$ cat src/include/scroll_regs_pkg.sv
// Package for the screen block start address and line count register group.
// Assumes an 8-bit register port with a register index and one host clock.
package scroll_regs_pkg;
  localparam logic [7:0] IDX_B1_LOW = 8'h0B;
  localparam logic [7:0] IDX_B1_HIGH = 8'h0C;
  localparam logic [7:0] IDX_B1_LINES = 8'h0D;
  localparam logic [7:0] IDX_B2_LOW = 8'h0E;
  localparam logic [7:0] IDX_B2_HIGH = 8'h0F;
  localparam logic [7:0] IDX_B2_LINES = 8'h10;
  localparam logic [7:0] IDX_B3_LOW = 8'h11;
  localparam logic [7:0] IDX_B3_HIGH = 8'h12;
  localparam logic [7:0] IDX_B4_LOW = 8'h13;
  localparam logic [7:0] IDX_B4_HIGH = 8'h14;
  localparam logic [7:0] SCROLL_PARAM_COUNT = 8'h0A;
  localparam logic [7:0] REG_RESET = 8'h00;
  localparam logic [15:0] ADDR_RESET = 16'h0000;
  localparam logic [8:0] LINES_RESET = 9'h001;
  localparam logic [8:0] LINE_COUNT_BIAS = 9'h001;

  typedef enum logic [0:0] {
    INTAKE_IDLE = 1'b0,
    INTAKE_LOAD = 1'b1
  } intake_type;

  typedef struct packed {
    logic [7:0] low_staged;
    logic [7:0] high;
    logic [15:0] start_addr;
  } block_addr_type;

  localparam block_addr_type BLOCK_RESET = '{low_staged: REG_RESET, high: REG_RESET, start_addr: ADDR_RESET};

  typedef struct packed {
    block_addr_type [3:0] blk;
    logic [7:0] lines1;
    logic [7:0] lines2;
    logic [8:0] lines1_count;
    logic [8:0] lines2_count;
    logic [7:0] rdata;
    logic [7:0] param_idx;
    intake_type intake;
  } state_type;

  localparam state_type STATE_RESET = '{
    blk: {4{BLOCK_RESET}},
    lines1: REG_RESET,
    lines2: REG_RESET,
    lines1_count: LINES_RESET,
    lines2_count: LINES_RESET,
    rdata: REG_RESET,
    param_idx: REG_RESET,
    intake: INTAKE_IDLE
  };
endpackage

$ cat src/design/scroll_regs.sv
// Screen block start address and line count registers with SCROLL parameter intake.
// Assumes single-cycle write and read strobes from a host interface on I_SYS_CLK.
`timescale 1ns/1ps
module scroll_regs
  import scroll_regs_pkg::*;
(
  input wire logic I_SYS_CLK,
  input wire logic I_SYS_RST,
  input wire logic i_wr,
  input wire logic i_rd,
  input wire logic [7:0] i_index,
  input wire logic [7:0] i_wdata,
  input wire logic i_scroll_cmd,
  input wire logic i_param_wr,
  output logic [7:0] O_RDATA,
  output logic [15:0] O_BLOCK1_START_ADDR,
  output logic [15:0] O_BLOCK2_START_ADDR,
  output logic [15:0] O_BLOCK3_START_ADDR,
  output logic [15:0] O_BLOCK4_START_ADDR,
  output logic [8:0] O_BLOCK1_LINES,
  output logic [8:0] O_BLOCK2_LINES,
  output logic O_SCROLL_ACTIVE
);
  state_type state_reg;
  state_type state_next;
  logic [7:0] tgt_idx;
  logic tgt_wr;

  // Next state: parameter intake, at most one register write, one registered read
  always_comb
  begin
    state_next = state_reg;
    tgt_wr = 1'b0;
    tgt_idx = i_index;
    // The command strobe wins over a parameter byte or a direct write in the same cycle
    case (state_reg.intake)
      INTAKE_IDLE:
      begin
        if (i_scroll_cmd)
        begin
          state_next.intake = INTAKE_LOAD;
          state_next.param_idx = REG_RESET;
        end
        else if (i_wr)
        begin
          tgt_wr = 1'b1;
        end
      end
      INTAKE_LOAD:
      begin
        // A new command restarts intake at the first register
        if (i_scroll_cmd)
        begin
          state_next.param_idx = REG_RESET;
        end
        else if (i_param_wr)
        begin
          tgt_wr = 1'b1;
          tgt_idx = 8'(IDX_B1_LOW + state_reg.param_idx);
          state_next.param_idx = 8'(state_reg.param_idx + 8'h01);
          if (state_reg.param_idx == 8'(SCROLL_PARAM_COUNT - 8'h01))
          begin
            state_next.intake = INTAKE_IDLE;
          end
        end
        else if (i_wr)
        begin
          tgt_wr = 1'b1;
          // Direct writes abandon a partly loaded parameter list
          state_next.intake = INTAKE_IDLE;
        end
      end
      default:
      begin
        state_next.intake = INTAKE_IDLE;
      end
    endcase

    // Low bytes only stage; the high byte write moves both into the live address
    if (tgt_wr)
    begin
      case (tgt_idx)
        IDX_B1_LOW:
        begin
          state_next.blk[0].low_staged = i_wdata;
        end
        IDX_B1_HIGH:
        begin
          state_next.blk[0].high = i_wdata;
          state_next.blk[0].start_addr = {i_wdata, state_reg.blk[0].low_staged};
        end
        IDX_B1_LINES:
        begin
          state_next.lines1 = i_wdata;
        end
        IDX_B2_LOW:
        begin
          state_next.blk[1].low_staged = i_wdata;
        end
        IDX_B2_HIGH:
        begin
          state_next.blk[1].high = i_wdata;
          state_next.blk[1].start_addr = {i_wdata, state_reg.blk[1].low_staged};
        end
        IDX_B2_LINES:
        begin
          state_next.lines2 = i_wdata;
        end
        IDX_B3_LOW:
        begin
          state_next.blk[2].low_staged = i_wdata;
        end
        IDX_B3_HIGH:
        begin
          state_next.blk[2].high = i_wdata;
          state_next.blk[2].start_addr = {i_wdata, state_reg.blk[2].low_staged};
        end
        IDX_B4_LOW:
        begin
          state_next.blk[3].low_staged = i_wdata;
        end
        IDX_B4_HIGH:
        begin
          state_next.blk[3].high = i_wdata;
          state_next.blk[3].start_addr = {i_wdata, state_reg.blk[3].low_staged};
        end
        default:
        begin
          // Indices outside the group are ignored
        end
      endcase
    end

    // Read data is registered; unmapped indices read zero
    // A read in the cycle of a write to the same index returns the old value
    if (i_rd)
    begin
      case (i_index)
        IDX_B1_LOW:
        begin
          state_next.rdata = state_reg.blk[0].low_staged;
        end
        IDX_B1_HIGH:
        begin
          state_next.rdata = state_reg.blk[0].high;
        end
        IDX_B1_LINES:
        begin
          state_next.rdata = state_reg.lines1;
        end
        IDX_B2_LOW:
        begin
          state_next.rdata = state_reg.blk[1].low_staged;
        end
        IDX_B2_HIGH:
        begin
          state_next.rdata = state_reg.blk[1].high;
        end
        IDX_B2_LINES:
        begin
          state_next.rdata = state_reg.lines2;
        end
        IDX_B3_LOW:
        begin
          state_next.rdata = state_reg.blk[2].low_staged;
        end
        IDX_B3_HIGH:
        begin
          state_next.rdata = state_reg.blk[2].high;
        end
        IDX_B4_LOW:
        begin
          state_next.rdata = state_reg.blk[3].low_staged;
        end
        IDX_B4_HIGH:
        begin
          state_next.rdata = state_reg.blk[3].high;
        end
        default:
        begin
          state_next.rdata = REG_RESET;
        end
      endcase
    end
    // Heights are worked out a cycle early so the height outputs stay plain flip-flops
    state_next.lines1_count = 9'({1'b0, state_next.lines1} + LINE_COUNT_BIAS);
    state_next.lines2_count = 9'({1'b0, state_next.lines2} + LINE_COUNT_BIAS);
  end

  always_ff @(posedge I_SYS_CLK or posedge I_SYS_RST)
  begin
    if (I_SYS_RST)
    begin
      state_reg <= STATE_RESET;
    end
    else
    begin
      state_reg <= state_next;
    end
  end

  // Outputs come directly from state flip-flops
  always_comb
  begin
    O_RDATA = state_reg.rdata;
    O_BLOCK1_START_ADDR = state_reg.blk[0].start_addr;
    O_BLOCK2_START_ADDR = state_reg.blk[1].start_addr;
    O_BLOCK3_START_ADDR = state_reg.blk[2].start_addr;
    O_BLOCK4_START_ADDR = state_reg.blk[3].start_addr;
    O_BLOCK1_LINES = state_reg.lines1_count;
    O_BLOCK2_LINES = state_reg.lines2_count;
    O_SCROLL_ACTIVE = (state_reg.intake == INTAKE_LOAD);
  end
endmodule

$ cat config.mk
export PLATFORM = sky130hd
export DESIGN_NAME = scroll_regs
export DESIGN_NICKNAME = d
export VERILOG_FILES = /design/src/include/scroll_regs_pkg.sv /design/src/design/scroll_regs.sv
export SDC_FILE = /design/constraint.sdc
export NUM_CORES = 1
export LEC_CHECK = 0
export BUFFER_PORTS_ARGS = -buffer_cell sky130_fd_sc_hd__buf_2
export CAP_MARGIN = 20
export CORE_MARGIN = 1.5
export CORE_UTILIZATION = 50
export CTS_CLUSTER_SIZE = 10
export DETAILED_ROUTE_END_ITERATION = 6
export PLACE_DENSITY = 0.73
export SYNTH_ARGS = -nofsm -noshare
export SYNTH_HDL_FRONTEND = slang
export SYNTH_SLANG_ARGS = --single-unit
$ cat constraint.sdc
create_clock -name I_SYS_CLK -period 4.4 [get_ports I_SYS_CLK]
set_clock_uncertainty 0.05 [all_clocks]
set_input_delay 0.22 -clock I_SYS_CLK [delete_from_list [all_inputs] [get_ports I_SYS_CLK]]
set_output_delay 0.22 -clock I_SYS_CLK [all_outputs]
set_load 0.005 [all_outputs]
; Word level (Yosys, flattened, before mapping)
; Index checks and enable logic that the tools add are counted.
[op_classes]
addsub = 4
n_eq_ne = 23
n_mux = 20
n_bitwise = 1
reduce_logical = 9
[op_table]
columns = cell, count
row1 = 8-bit by 4-bit equality test with 1-bit output (second input constant), 11
row2 = 8-bit by 5-bit equality test with 1-bit output (second input constant), 10
row3 = 8-bit one-hot mux with 10 select lines, 1
row4 = 8-bit two-way mux, 7
row5 = 8-bit by 1-bit adder with 9-bit output (second input constant), 2
row6 = 9-bit one-hot mux with 2 select lines, 1
row7 = 2-bit AND reduction, 9
row8 = 16-bit two-way mux, 1
row9 = 9-bit two-way mux, 1
row10 = 4-bit by 8-bit adder with 8-bit output (first input constant), 1
row11 = 8-bit by 1-bit adder with 8-bit output (second input constant), 1
row12 = 1-bit two-way mux, 8
row13 = 3-bit != test (second input constant), 1
row14 = 2-bit != test (second input constant), 1
row15 = 1-bit one-hot mux with 2 select lines, 1
row16 = 1-bit NOT, 1
[totals]
reg_bits = 179
inputBits = 22
output_inout_bits = 91
word_cells = 76

; Logic depth before layout (Yosys ltp)
[logic_depth]
word_depth = 8
ltp_mapped = 11
depth_no_buf = 8

; Least setup slack after synthesis
; No wires, ideal clock.
[synth_path]
path_kind = reg2reg
from = register state_reg[1] in the netlist's numbering
to = register state_reg, in the netlist O_BLOCK2_START_ADDR[0]
setup_time_ns = 0.125
t_arrival_ns = 2.409
required_ns = 4.225
slack_ns = 1.817
stages_incl_launch_ff = 12
path_buffers = 3
period_less_slack_ns = 2.583
path_cell_list = dfrtp_1 > buf_6 > inv_1 > ha_1 > nor2b_1 > o2111a_1 > a22o_1 > o211ai_2 > nand2b_1 > buf_2 > buf_6 > mux2_2
[synth_between]
elab_chain_len = 6
[synth_lines]
columns = item, line_no
row1 = start: declaration, scroll_regs.sv:24  ; state_type state_reg;
row2 = start signal: assignment, scroll_regs.sv:198  ; state_reg <= state_next;
row3 = 4-bit by 8-bit adder with 8-bit output, scroll_regs.sv:59  ; tgt_idx = 8'(IDX_B1_LOW + state_reg.param_idx);
row4 = 8-bit two-way mux, scroll_regs.sv:56  ; else if (i_param_wr)
row5 = 8-bit two-way mux, scroll_regs.sv:52  ; if (i_scroll_cmd)
row6 = 8-bit two-way mux, scroll_regs.sv:36  ; case (state_reg.intake)
row7 = 8-bit by 4-bit equality test with 1-bit output, scroll_regs.sv:82  ; case (tgt_idx)
row8 = 2-bit AND reduction (no line), --
; No other way between the ends.
; A chain may end at the register's enable or synchronous reset.

; Worst setup path in the final report
[layout_path]
from = register state_reg[1] in the netlist's numbering
to = register state_reg, in the netlist O_BLOCK1_START_ADDR[0]
; Same word-level chain as after synthesis.

==> results.md <==
- Sequential share of the synthesized area: between 40% and 50%
- Top Metal Used: met4
- Non-filler instance count after layout: approximately 860
- Tcrit/Tclk final: 73.4%
- Comb pwr share: 10.8%
- Dpl cells: 820
- Final Power: 3.62 mW
- Die Ht: around 130 um
- Cell Int Power: ~2.7 mW
- Post_cts resized: 0
- CP arrival: ~3.5 ns
- 1st-iter DRT viols: 364
- Area after DPL: 7700 um^2
- CTS tree: done
- Syn nets: approximately 670
- WL met1: 7.48 mm
- Post-layout net count: 680
- Critical path's top delay family: simple AND/OR/NAND/NOR gates
- CTS sink count: ~150
- Synth top area share: 46.8%
- Worst hold margin: 0.101 ns
- Final ANT Viol Nets: 0
- Clk Latency, worst-skew pair: 0.42 ns
- Worst setup SP type: flop
- Via count: 4961
- Leak Pwr: 4.18 nW
- Number of enable flip-flop cells after synthesis: 0
- Worst path slowest cell: nor2_2
- Most common cell in the netlist: dfrtp_1
- Hold Fails Final Rpt: 0
- Routed WL: 17.5 mm
- Wire length on met3: 1.04 mm
- Peak supply drop: between 0.0002 and 0.0003 V
- Largest register FFs: 88
- CTS max path bufs: 2
- # fillers: 1211
- Post-route DRC: 0
- Final Critical Period: between 3 and 4 ns
- Drt wl/cell: 20.4 um
- Total number of yosys warnings: 0
- Synth-to-Final Area Change: 8.69%
- Synth Area per Inst: 12.1 um^2
- RSZ-0062 raised after global routing: no
- Synth Instances: 643
- DR vias/cell: 5.80
- Top cells by area, synth: dfrtp_1, mux2_2, buf_4, mux4_2, mux2i_1
- Layout cell share with drive strength beyond 1: 42.5%
- #FFs+latches synth: 147
- Relative max-transition margin: 36.7%
- Worst path max stage delay: 0.74 ns
- Gr ovfl total: 0
- Worst Max-Slew Pin Slew: 0.942 ns
- NetSw: 0.873 mW
- TritonCTS Buffers: 17
- Crit. End Element: flop
- Crit path cell chain: inv_1 -> ha_1 -> and3b_1 -> o311ai_0 -> a22oi_1 -> o211ai_2 -> nor2_2 -> mux2_2
- Status: completed
- Setup_tns: 0 ns
- Vias in the first global route: 4912
- Die width: about 130 um
- I/O pin cnt: 113
- Cell taking the most area after synthesis: dfrtp_1
- Max Clk Rate: roughly 310 MHz
- Clock-pin transition on the worst setup and hold timing paths: 0.06 ns
- First-pass GRT wire length: around 27 mm
- Synth cell types: 59
- Pwr/cell area: 429 nW/um^2
- Core area: 15200 um^2
- CTS root buf: clkbuf_16
- Ys async rst share: 100%
- Initial antenna violation count: 0
- Total track usage: 22.4%
- Final slew viol count: 0
- Metal2 WL: around 8.5 mm
- Seq pwr share: 44.0%
- Critical Path RT: between 4 and 5 ns
- Crit Path Category: flop to flop
- Post-route cell area: about 8400 um^2
- Cell Area, Synth: 7760 um^2
- CTS H-tree depth: 4
- Starting Density: 51.0%
- Setup violators final: 0
- Max_cap viols: 0
- PortBufs: roughly 110
- Crit Path Max Fanout: 16
- Main synth FF type: dfrtp_1
- Hold Crit Class: input port to flop
- Router iterations before antenna repair: 5
- Die area: 16300 um^2
- Clock share of power: between 40% and 50%
- # rows: 45
- Most frequent cells after synthesis: dfrtp_1, mux2_2, buf_4, nand2_1
- Antenna Cells: 0
- Post-detail-place hpwl: around 12 mm
- WP buf/inv: 1
- Sw Ratio: 24.1%
- Largest net degree at the start of global routing: around 120
- GP Congestion: 0.906
-- metrics by stage --
step | util (%) | setup slack [ns]
2_1_floorplan | - | 0.182
3_3_place_gp | 50.7 | 1.37
3_5_place_dp | 50.7 | 1.23
4_1_cts | 55.2 | 1.15
5_1_grt | 55.5 | 0.905
6_report | 55.5 | 1.17
-- logic make-up after synthesis --
| kind of cell | count (synthesis) | share of synthesized area (%) |
|---|---|---|
| compound gates | 69 | 6.58 |
| xor+xnor | 30 | 3.39 |
| fa+ha+maj | 3 | 0.484 |
| buf+inv | 141 | 12.0 |
| flops | 147 | 47.4 |
| mux | 144 | 22.4 |
| simple gates | 109 | 7.74 |
-- cell type report --
type,count,area [um^2],share of cell area [%]
clock buffer,17,425,5.04
clock inverter,15,255,3.03
inverter,17,68.8,0.816
multi-input combinational,355,3150,37.4
sequential,147,3680,43.6
tap,188,235,2.79
timing repair buffer,117,618,7.33
-- power groups by stage --
| stage | registers, mW | logic [mW] | clock network, mW |
|---|---|---|---|
| 3_5_place_dp | 1.61 | 0.383 | 0 |
| 5_1_grt | 1.61 | 0.425 | 1.72 |
| 2_1_floorplan | 1.56 | 0.336 | 0 |
| 3_3_place_gp | 1.61 | 0.372 | 0 |
| 4_1_cts | 1.59 | 0.388 | 1.66 |
| 6_report | 1.59 | 0.389 | 1.64 |
-- worst register-to-register path, stage by stage (launching register included) --
cell and delay, ns:
dfrtp_1 0.56, inv_1 0.11, ha_1 0.28, and3b_1 0.22, o311ai_0 0.15, a22oi_1 0.31, o211ai_2 0.25, nor2_2 0.74
mux2_2 0.43
-- final timing paths --
check | to | slack, ns | start | depth (start not counted)
setup / recovery | O_BLOCK1_START_ADDR[0]$_DFFE_PP0P_ | 1.17 | state_reg[1]$_DFFE_PP0P_ | 8
hold / removal | state_reg[3]$_DFFE_PP0P_ | 0.10 | i_scroll_cmd | 2
setup reg to reg | O_BLOCK1_START_ADDR[0]$_DFFE_PP0P_ | 1.17 | state_reg[1]$_DFFE_PP0P_ | 8
hold reg to reg | O_BLOCK2_START_ADDR[7]$_DFFE_PP0P_ | 0.45 | O_BLOCK2_START_ADDR[7]$_DFFE_PP0P_ | 1
max in group asynchronous | O_BLOCK1_START_ADDR[2]$_DFFE_PP0P_ | 2.88 | I_SYS_RST | 5
min in group asynchronous | O_BLOCK2_LINES[4]$_DFF_PP0_ | 0.25 | I_SYS_RST | 3
-- per-layer routing --
layer	GRT usage, %	up-vias
li1	-	2209
met1	29.8	2544
met2	35.8	176
met3	5.11	32
met4	8.79	0
met5	0	-
-- cell usage in the layout (no fill, tap or decap), drive strengths merged, types with 3 or more instances in the layout --
cell type  instances
nand3b             4
o22ai             10
nand4              6
or2                4
clkbuf            18
ha                 3
mux2i             20
o21ai             14
a221oi             4
xnor2             17
nand2b             4
nor3              14
inv               19
dfrtp            145
a21oi              6
o211ai             4
and2               3
a22o              10
and3               3
mux4              10
a22oi              8
mux2             114
buf              115
nor2              22
xor2              13
nand3             14
nand2             25
clkinv             4
clkinvlp           3
bufinv             6
-- timing repair --
item,in CTS,in global routing
buffers inserted,0,0
hold buffers,0,1
hold endpoints to repair,0,24
Power figures use the tool's default switching activity.
